==> src/logic/sps_pkg.sv <==
// constants and carrier types for the spi select and slave buffering block
package sps_pkg;

    // register word indices on the avalon slave
    localparam logic [2:0] ADDR_CTRL  = 3'h0;
    localparam logic [2:0] ADDR_FLAGS = 3'h1;
    localparam logic [2:0] ADDR_DATA  = 3'h2;

    localparam int         DATA_W     = 8;
    localparam int         BUS_W      = 32;
    localparam logic [2:0] LAST_BIT   = 3'h7;

    // control bits as stored in the control register, bit 6 first
    typedef struct packed {
        logic misoIsOutput;          // bit 6: data-out pin direction
        logic selectIsOutput;        // bit 5: select pin direction
        logic waitForReceiveSelect;  // bit 4
        logic bufferModeEnable;      // bit 3
        logic selectPinIgnore;       // bit 2
        logic master;                // bit 1
        logic enable;                // bit 0
    } sps_ctrl_t;

    // status flags, bit 4 first
    typedef struct packed {
        logic transferCompleteFlag;  // bit 4
        logic receiveCompleteFlag;   // bit 3
        logic txBufferEmptyFlag;     // bit 2, status only
        logic writeCollisionFlag;    // bit 1
        logic transferDoneFlag;      // bit 0
    } sps_flags_t;

    localparam logic [6:0] CTRL_RESET  = 7'h00;
    localparam logic [4:0] FLAGS_RESET = 5'h04;
    localparam logic [4:0] FLAGS_W1C   = 5'h1b;

    typedef struct packed {
        logic sck;
        logic mosi;
        logic selectN;
    } sps_pin_in_t;

    typedef struct packed {
        logic miso;
        logic misoOeN;
    } sps_pin_out_t;

    typedef enum logic {
        SL_IDLE     = 1'b0,
        SL_SELECTED = 1'b1
    } sps_state_t;

endpackage : sps_pkg
==> src/logic/sps_core.sv <==
// spi slave-select arbitration and slave normal/buffered shifting with avalon registers
//
// Notes on behaviour
// - master with select checked as input: low select drops master, becomes slave
// - that forced drop sets the transfer-done flag
// - select ignore set: select pin has no effect in master mode
// - select pin configured as output: master mode kept whatever its level
// - slave normal mode idles while select high; data may be loaded then
// - selected slave shifts from first clock, flags done after eight bits
// - normal mode write during a transfer is dropped and collision flagged
// - select rising halts shifting and drops the partial byte
// - buffer enable adds buffer and flags; wait-for-receive picks sub-mode
// - wait-for-receive zero: one dummy byte precedes user data
// - dummy byte is the shift register content at first transfer
// - wait-for-receive zero: writes go to buffer, moved after transfer
// - write while buffer full is lost, buffer unchanged
// - buffer-empty drops on write, rises when buffer copied after transfer
// - receive-complete set one cycle after buffer-empty rises
// - transfer-complete one cycle after receive-complete, only when all sent
// - wait-for-receive one: user data from first transfer, no dummy
// - wait-for-receive one, select high: write reaches shifter one cycle after the buffer
// - select rising resets slave state and bit counter
// - data-out driven only while selected, else released
`timescale 1ns/100ps
module sps_core (
    input  wire logic                       clock,             // core clock, 200 MHz
    input  wire logic                       sys_rst,           // synchronous reset, high
    input  wire logic                       clkEn,             // freezes all state when low
    input  wire logic [2:0]                 avs_address,       // word index
    input  wire logic                       avs_read,          // read request
    input  wire logic                       avs_write,         // write request
    input  wire logic [sps_pkg::BUS_W-1:0]  avs_writedata,     // write data
    output logic      [sps_pkg::BUS_W-1:0]  avs_readdata,      // read data
    output logic                            avs_waitrequest,   // stall
    input  wire sps_pkg::sps_pin_in_t       pinIn,             // sck, mosi, select (async)
    output sps_pkg::sps_pin_out_t           pinOut             // miso and its enable (low = drive)
);
    import sps_pkg::*;

    // synchroniser stages
    sps_pin_in_t             inMeta;
    sps_pin_in_t             inSync;
    logic                    sckLast;
    logic                    selLast;

    sps_ctrl_t               ctrl,       next_ctrl;
    sps_flags_t              flags,      next_flags;
    sps_state_t              state,      next_state;
    logic [DATA_W-1:0]       shiftReg,   next_shiftReg;
    logic [DATA_W-1:0]       txBuf,      next_txBuf;
    logic [DATA_W-1:0]       rxData,     next_rxData;
    logic [DATA_W-1:0]       rxHold,     next_rxHold;
    logic [2:0]              bitCnt,     next_bitCnt;
    logic                    primed,     next_primed;
    logic                    doneD1,     next_doneD1;
    logic                    doneD2,     next_doneD2;
    logic                    sentAllD1,  next_sentAllD1;
    logic                    sentAllD2,  next_sentAllD2;
    sps_pin_out_t            next_pinOut;
    logic [BUS_W-1:0]        next_readdata;
    logic                    next_waitrequest;

    logic                    slaveOn;
    logic                    selected;
    logic                    sckRise;
    logic                    selRise;
    logic                    accepted;
    logic                    wrCtrl;
    logic                    wrFlags;
    logic                    wrData;
    logic                    byteDone;
    logic [DATA_W-1:0]       byteIn;

    // two-flop synchroniser; first stage read only by the second
    always_ff @(posedge clock) begin
        if (sys_rst) begin
            inMeta  <= '{sck: 1'b0, mosi: 1'b0, selectN: 1'b1};
            inSync  <= '{sck: 1'b0, mosi: 1'b0, selectN: 1'b1};
            sckLast <= 1'b0;
            selLast <= 1'b1;
        end else if (clkEn) begin
            inMeta  <= pinIn;
            inSync  <= inMeta;
            sckLast <= inSync.sck;
            selLast <= inSync.selectN;
        end
    end

    always_comb begin
        slaveOn  = ctrl.enable && !ctrl.master;
        selected = slaveOn && !inSync.selectN;
        sckRise  = inSync.sck && !sckLast;
        selRise  = inSync.selectN && !selLast;
        accepted = avs_write && !avs_waitrequest;
        wrCtrl   = accepted && (avs_address == ADDR_CTRL);
        wrFlags  = accepted && (avs_address == ADDR_FLAGS);
        wrData   = accepted && (avs_address == ADDR_DATA);
        byteIn   = {shiftReg[DATA_W-2:0], inSync.mosi};
        byteDone = (state == SL_SELECTED) && selected && sckRise && (bitCnt == LAST_BIT);
    end

    // avalon slave: one wait cycle, then the answer stands for one cycle
    always_comb begin
        next_waitrequest = 1'b1;
        next_readdata    = avs_readdata;
        if ((avs_read || avs_write) && avs_waitrequest) begin
            next_waitrequest = 1'b0;
        end
        if (avs_read && avs_waitrequest) begin
            unique case (avs_address)
                ADDR_CTRL:  next_readdata = {{(BUS_W-7){1'b0}}, ctrl};
                ADDR_FLAGS: next_readdata = {{(BUS_W-5){1'b0}}, flags};
                ADDR_DATA:  next_readdata = {{(BUS_W-DATA_W){1'b0}}, rxData};
                default:    next_readdata = '0;
            endcase
        end
    end

    always_ff @(posedge clock) begin
        if (sys_rst) begin
            avs_waitrequest <= 1'b1;
            avs_readdata    <= '0;
        end else if (clkEn) begin
            avs_waitrequest <= next_waitrequest;
            avs_readdata    <= next_readdata;
        end
    end

    // core next-state logic
    always_comb begin
        next_ctrl      = ctrl;
        next_flags     = flags;
        next_state     = state;
        next_shiftReg  = shiftReg;
        next_txBuf     = txBuf;
        next_rxData    = rxData;
        next_rxHold    = rxHold;
        next_bitCnt    = bitCnt;
        next_primed    = primed;
        next_doneD1    = 1'b0;
        next_doneD2    = doneD1;
        next_sentAllD1 = 1'b0;
        next_sentAllD2 = sentAllD1;

        if (wrCtrl) begin
            next_ctrl = avs_writedata[6:0];
        end
        // clears applied first so a same-cycle set wins
        if (wrFlags) begin
            next_flags = flags & ~(avs_writedata[4:0] & FLAGS_W1C);
        end

        // ignore setting masks the pin; output pin never counts
        // master is only set again by a control write
        if (ctrl.enable && ctrl.master && !ctrl.selectPinIgnore
                && !ctrl.selectIsOutput && !inSync.selectN) begin
            next_ctrl.master = 1'b0;
            next_flags.transferDoneFlag = 1'b1;
        end

        // deselect halts shifting and resets the counter
        if (!selected || selRise) begin
            next_state  = SL_IDLE;
            next_bitCnt = '0;
        end else begin
            next_state = SL_SELECTED;
        end

        // shift on each rising sample clock edge once selected
        if (state == SL_SELECTED && selected && sckRise) begin
            next_shiftReg = byteIn;
            next_bitCnt   = bitCnt + 3'h1;
        end

        if (!ctrl.bufferModeEnable) begin
            if (byteDone) begin
                // byte complete: done flag and received byte together
                next_flags.transferDoneFlag = 1'b1;
                next_rxData                 = byteIn;
            end
            if (wrData) begin
                if (selected && (bitCnt != 3'h0)) begin
                    next_flags.writeCollisionFlag = 1'b1;
                end else begin
                    next_shiftReg = avs_writedata[DATA_W-1:0];
                end
            end
        end else begin
            if (byteDone) begin
                next_rxHold    = byteIn;
                next_doneD1    = 1'b1;
                // nothing waiting means all data has gone
                next_sentAllD1 = flags.txBufferEmptyFlag;
                if (!flags.txBufferEmptyFlag) begin
                    // buffered byte moves after the transfer
                    next_shiftReg                = txBuf;
                    next_flags.txBufferEmptyFlag = 1'b1;
                end
            end
            // wait-for-receive primes the shifter while deselected
            if (ctrl.waitForReceiveSelect && !primed && inSync.selectN
                    && !flags.txBufferEmptyFlag) begin
                next_shiftReg                = txBuf;
                next_flags.txBufferEmptyFlag = 1'b1;
                next_primed                  = 1'b1;
            end
            if (wrData) begin
                // full buffer keeps its byte, the new one is lost
                if (flags.txBufferEmptyFlag) begin
                    // writes land in the buffer only while it is empty
                    next_txBuf                   = avs_writedata[DATA_W-1:0];
                    next_flags.txBufferEmptyFlag = 1'b0;
                end
            end
            // with wait-for-receive low the shifter is never primed
            // so the first frame sends whatever it holds
            if (doneD1) begin
                // receive-complete follows buffer-empty by one cycle
                next_flags.receiveCompleteFlag = 1'b1;
                next_rxData                    = rxHold;
            end
            if (doneD2 && sentAllD2) begin
                next_flags.transferCompleteFlag = 1'b1;
            end
        end
        // a new frame needs priming again
        if (selRise || !ctrl.waitForReceiveSelect || !ctrl.bufferModeEnable) begin
            next_primed = 1'b0;
        end

        next_pinOut.misoOeN = !(slaveOn && ctrl.misoIsOutput && !inSync.selectN);
        next_pinOut.miso    = next_shiftReg[DATA_W-1];
    end

    always_ff @(posedge clock) begin
        if (sys_rst) begin
            ctrl      <= CTRL_RESET;
            flags     <= FLAGS_RESET;
            state     <= SL_IDLE;
            shiftReg  <= '0;
            txBuf     <= '0;
            rxData    <= '0;
            rxHold    <= '0;
            bitCnt    <= '0;
            primed    <= 1'b0;
            doneD1    <= 1'b0;
            doneD2    <= 1'b0;
            sentAllD1 <= 1'b0;
            sentAllD2 <= 1'b0;
            pinOut    <= '{miso: 1'b0, misoOeN: 1'b1};
        end else if (clkEn) begin
            ctrl      <= next_ctrl;
            flags     <= next_flags;
            state     <= next_state;
            shiftReg  <= next_shiftReg;
            txBuf     <= next_txBuf;
            rxData    <= next_rxData;
            rxHold    <= next_rxHold;
            bitCnt    <= next_bitCnt;
            primed    <= next_primed;
            doneD1    <= next_doneD1;
            doneD2    <= next_doneD2;
            sentAllD1 <= next_sentAllD1;
            sentAllD2 <= next_sentAllD2;
            pinOut    <= next_pinOut;
        end
    end
endmodule : sps_core

==> config.mk <==
export PLATFORM = sky130hd
export DESIGN_NAME = sps_core
export DESIGN_NICKNAME = d
export VERILOG_FILES = /design/src/logic/sps_pkg.sv /design/src/logic/sps_core.sv
export SDC_FILE = /design/constraint.sdc
export NUM_CORES = 1
export LEC_CHECK = 0
export ABC_AREA = 1
export BUFFER_PORTS_ARGS = -buffer_cell sky130_fd_sc_hd__buf_2
export CAP_MARGIN = 20
export CORE_MARGIN = 4
export CORE_UTILIZATION = 44
export CTS_CLUSTER_DIAMETER = 60
export CTS_CLUSTER_SIZE = 24
export DETAILED_ROUTE_END_ITERATION = 6
export GPL_ROUTABILITY_DRIVEN = 0
export PLACE_DENSITY = 0.67
export SKIP_CTS_REPAIR_TIMING = 1
export SLEW_MARGIN = 20
export SYNTH_ARGS = -nofsm -noshare
export SYNTH_HDL_FRONTEND = slang
export SYNTH_SLANG_ARGS = --single-unit
==> constraint.sdc <==
create_clock -name clock -period 1.8 [get_ports clock]
set_input_delay 0.36 -clock clock [delete_from_list [all_inputs] [get_ports clock]]
set_output_delay 0.36 -clock clock [all_outputs]
set_load 0.05 [all_outputs]
Yosys cells after proc, flatten, opt, wreduce, memory -nomap -nowiden --
Index checks and enable logic that the tools add are counted.
Storage, ports and cells: register bits after elaboration 96, word-level logic and storage cells 136, bits of input ports 43, output and inout bits 35
Operators by class: reduce and logical (&&, ||, !) cells 56, bitwise logic cells 2, muxes and demuxes 38, equal/unequal tests 4, add/subtract/negate cells 1
Operators with widths (count):
- 8-bit 2-to-1 mux | 10
- 1-bit logical AND | 24
- 8-bit case mux with 3 select lines | 1
- 1-bit 2-to-1 mux | 21
- 1-bit zero test | 13
- 2-bit nonzero test | 5
- 3-bit 2-to-1 mux | 3
- 3-bit AND reduction | 3
- 2-bit AND reduction | 4
- 5-bit bitwise AND | 1
- 5-bit 2-to-1 mux | 1
- 5-bit NOT | 1
- 1-bit logical OR | 4
- 2-bit 2-to-1 mux | 2
- 4-bit AND reduction | 1
- 3-bit by 1-bit adder with 3-bit output, second input constant | 1
- 3-bit by 1-bit equality test with 1-bit output, second input constant | 1
- 3-bit by 2-bit equality test with 1-bit output, second input constant | 1
- 3-bit equality test, second input constant | 1
- 3-bit zero test | 1
- 3-bit nonzero test | 1
- 2-bit by 1-bit != test with 1-bit output, second input constant | 1

Depth between registers and ports, before layout --
depth after elaboration 11, gate-level depth with buffers 10, mapped depth without buffers 10

Least setup slack after synthesis --
OpenSTA, ideal clock, no wires.
path type register -> register, from register avs_waitrequest, to register shiftReg[6], period minus slack after synthesis 1.570 ns, stages on the path, launching flop included 9, data required time 1.678 ns, setup time 0.122 ns, path slack 0.230 ns, data arrival time 1.448 ns, path buffers 1, path through dfxtp_1 > inv_1 > nand2_1 > nor2_4 > buf_6 > nand2_2 > nand3_1 > a21oi_1 > a21oi_2
On the way: cells in the longest elaborated chain, start to end 5
Ends and longest elaborated chain:
- from (decl) | RTL line sps_core.sv:34 | output logic avs_waitrequest,
- from (signal assigned) | RTL line sps_core.sv:124 | avs_waitrequest <= next_waitrequest;
- 1-bit zero test | RTL line sps_core.sv:94 | accepted = avs_write && !avs_waitrequest;
- 1-bit logical AND | RTL line sps_core.sv:94
- 1-bit logical AND | RTL line sps_core.sv:97 | wrData = accepted && (avs_address == ADDR_DATA);
- 8-bit 2-to-1 mux | RTL line sps_core.sv:181 | if (wrData) begin
- 8-bit 2-to-1 mux | RTL line sps_core.sv:175 | if (!ctrl.bufferModeEnable) begin
- to (signal assigned) | RTL line sps_core.sv:255 | shiftReg <= next_shiftReg;
- to (decl) | RTL line sps_core.sv:49 | logic [DATA_W-1:0] shiftReg, next_shiftReg;
Every way passes these cells. A chain may end at the register's enable or synchronous reset.

Worst setup path after layout --
from register inSync[0] (netlist bit), to register shiftReg[0]
On the way: cells in the longest elaborated chain, start to end 9, elaborated cells between the ends (all ways) 15, classes of those cells 7 x mux; 8 x reduce/logical
Ends and longest elaborated chain:
- from (decl) | RTL line sps_core.sv:42 | sps_pin_in_t inSync;
- from (signal assigned) | RTL line sps_core.sv:78 | inSync <= '{sck: 1'b0, mosi: 1'b0, selectN: 1'b1};
- from (signal assigned) | RTL line sps_core.sv:83 | inSync <= inMeta;
- 1-bit zero test | RTL line sps_core.sv:91 | selected = slaveOn && !inSync.selectN;
- 1-bit logical AND | RTL line sps_core.sv:91
- 1-bit logical AND (2 in series) | RTL line sps_core.sv:99, sps_core.sv:170
- 8-bit 2-to-1 mux | RTL line sps_core.sv:170 | if (state == SL_SELECTED && selected && sckRise) begin
- 8-bit 2-to-1 mux | RTL line sps_core.sv:194 | if (!flags.txBufferEmptyFlag) begin
- 8-bit 2-to-1 mux | RTL line sps_core.sv:189 | if (byteDone) begin
- 8-bit 2-to-1 mux | RTL line sps_core.sv:201 | if (ctrl.waitForReceiveSelect && !primed && inSync.selectN
- 8-bit 2-to-1 mux * | RTL line sps_core.sv:175
Every way passes the cells marked *; elsewhere a longest branch is shown, timed or not.

==> impl_metrics.csv <==
group,metric,value,unit
timing,clock.fmax,607,MHz
finish,area.growth.synth_to_final,11.2,%
timing,fin_skew,0.00714,ns
floorplanning,die_y,99.6,µm
global_routing,top_usage_layer,"met2",
critical_path,worstSetupEndpointType,"flip-flop",
clocking,cts_root_buf,"clkbuf_8",
power_and_ir_drop,combPwrFrac,10.0,%
logic_synthesis,synth_compound_area_share,18.1,%
global_routing,grt_max_degree,32,
finish,antennaDiodeCount,0,
logic_synthesis,synth-simple-area-share,27.2,%
power_and_ir_drop,sw_frac_of_total,25.4,%
route,wire_per_inst,13.5,µm
route,vias_per_cell,5.08,
floorplanning,core_area,8180,µm²
logic_synthesis,yosysUniqueCellTypes,30,
critical_path,worst_setup_path_start_kind,"flip-flop",
global_routing,grt_pass1_vias,3185,
logic_synthesis,yosys.area_share.adder,1.02,%
logic_synthesis,synth_top_area_cell,"dfxtp_1",
route,first_pass_iters,5,
critical_path,max_stage_delay,0.34,ns
critical_path,required,2.04,ns
clocking,cts_buffers,9,
status,status,"finished, final reports clean",
critical_path,crit_fanout,9,
logic_synthesis,syn_area,3690,µm²
route,drt_iter0_markers,185,
logic_synthesis,synth-xor-area-share,0,%
global_routing,use_met2,31.4,%
global_routing,use_met3,3.93,%
critical_path,critPathArrivalTime,1.89,ns
route,vias,3452,
floorplanning,die_x,99.6,µm
logic_synthesis,synth.top_cell.area_share,38.5,%
floorplanning,ios,78,
global_routing,antenna_found_initial,0,
placed_design,post-place-ws,0.169,ns
critical_path,critPathTopFamily,"simple AND/OR/NAND/NOR gates",
power_and_ir_drop,p_sw,0.897,mW
timing,layout_setup_ws,0.152,ns
power_and_ir_drop,ir_worst_vdd,0.000485,V
clocking,cts_buffer_depth,2,
critical_path,cp_slowest_cell,"dfxtp_1",
critical_path,path_cells,"inv_2, nand3_2, nor2_2, nand3_2, nand2_2, nand2_1, nand3_1, a21oi_1",
critical_path,worstSetupPathType,"reg -> reg",
timing,rsz0062_at_grt,"false",
global_routing,grt_util_met1,24.1,%
placed_design,numPortBuffers,29,
power_and_ir_drop,pwr-share-seq,45.9,%
global_routing,groute.usage.overall,19.0,%
logic_synthesis,ys_ff_latch,71,
timing,slew_violations,0,
logic_synthesis,avgSynthCellArea,6.88,µm²
clocking,cts_tree,"done",
timing,finalHoldViolations,0,
timing,setup_violations,0,
logic_synthesis,ys_seq_area_share,38.5,%
power_and_ir_drop,p_clk_share,44.1,%
logic_synthesis,synth_top_family_by_area,"simple AND/OR/NAND/NOR gates",
finish,nets,615,
clocking,htree_levels,3,
clocking,clk_pin_slew,0.07,ns
route,ant_nets,0,
global_routing,grt_pass1_wl,15200,µm
finish,layout_commonest_cell,"nand2_1",
placed_design,hpwl,6730,µm
finish,nFillCells,843,
placed_design,postPlaceCellArea,3870,µm²
critical_path,worst_path_most_repeated_cell,"nand3_2",
route,route.detailed.drc,0,
power_and_ir_drop,power.density,861,nW/µm²
worst_hold_path,hold_path.class,"in -> reg",
clocking,clk_latency,0.35,ns
finish,final_cell_mix,"116 x nand2_1, 71 x dfxtp_1, 59 x inv_1, 59 x a21oi_1, 57 x o21ai_0",
timing,hold_ws,0.218,ns
global_routing,grt-ovfl-total,0,
floorplanning,die_area,9920,µm²
logic_synthesis,synth.mux.area_fraction,0,%
logic_synthesis,syn_inst,537,
timing,period_share,91.6,%
timing,fin_crit,1.65,ns
job,maxCapViolCount,0,
clocking,cts.sinks,71,
floorplanning,initial_core_util,45.2,%
timing,fin_setup_tns,0,ns
logic_synthesis,synthTopCellsByArea,"dfxtp_1 38%, nand2_1 12%, a21oi_1 8.0%",
route,wirelength,9140,µm
critical_path,crit_buf_inv,1,
finish,drive_gt1_share,13.9,%
finish,final_area,4110,µm²
power_and_ir_drop,power_leakage,1.81,nW
logic_synthesis,synth_warnings,0,
power_and_ir_drop,p_int,2.64,mW
floorplanning,core.rowCount,33,
[power by group through the flow]
stage | registers [mW] | clock network [mW] | logic (mW)
finish | 1.62 | 1.56 | 0.352
global route | 1.63 | 1.66 | 0.386
CTS | 1.62 | 1.58 | 0.351
detailed placement | 1.66 | 0 | 0.350
global placement | 1.66 | 0 | 0.346
floorplan | 1.67 | 0 | 0.293
[metal layers]
metal  vias to the layer above  share of wire [%]
met5                         -                  0
met4                         0                2.7
met3                        21                4.6
met2                        94                 48
met1                      1579                 45
li1                       1758                  -
[path summary, 6_finish.rpt]
| check | end | startpoint | cells after the start | slack [ns] |
|---|---|---|---|---|
| max | shiftReg[0] | inSync[0] | 8 | 0.15 |
| min | inMeta[0] | pinIn[0] | 3 | 0.22 |
| max reg2reg | shiftReg[0] | inSync[0] | 8 | 0.15 |
| min reg2reg | txBuf[4] | txBuf[4] | 2 | 0.46 |
[tightest hold or removal path, cell delays in order]
cell     delay (ns)
buf_2          0.08
nand2_1        0.04
nand3_1        0.06
[synthesized netlist by cell type, drive strengths merged]
cell type / number
a21oi: 60
conb: 1
nand2: 122
nand3: 60
inv: 64
dfxtp: 71
o211a: 1
nor2: 36
o221ai: 4
o21ai: 59
nand4: 3
clkbuf: 11
o22ai: 3
buf: 35
nor3: 2
clkinv: 2
ha: 3
[registers in the layout, summed over array words and instances (netlist names), 5 cells and up]
| register | count |
|---|---|
| avs_readdata | 8 |
| ctrl | 7 |
| flags | 5 |
| rxData | 8 |
| rxHold | 8 |
| shiftReg | 7 |
| txBuf | 8 |
[through the flow]
stage / cells / power, mW / utilization [%]
finish: 679 / 3.54 / 50.3
global route: 679 / 3.67 / 50.3
CTS: 679 / 3.56 / 50.3
detailed placement: 663 / 2.01 / 47.3
global placement: 663 / 2.01 / 47.3
floorplan: 560 / 1.96 / -
[kinds of logic (layout without fill, tap and decap cells)]
logic type	Yosys count	count (layout)
AND/OR/NAND/NOR	223	223
AO/OA/AOI/OAI	127	127
buffers and inverters	112	126
other	1	24
flip-flops	71	71
adder cells (fa/ha/maj)	3	3
[final cells by class]
cell class | instances | area [µm²] | share of cell area [%]
clock buffers | 13 | 149 | 3.62
inverters | 66 | 248 | 6.03
clock inverters | 3 | 90.1 | 2.19
repair buffers | 44 | 270 | 6.58
well taps | 105 | 131 | 3.20
flip-flops and latches | 71 | 1420 | 34.6
multi-input cells | 377 | 1800 | 43.8
Power figures use the tool's default switching activity.
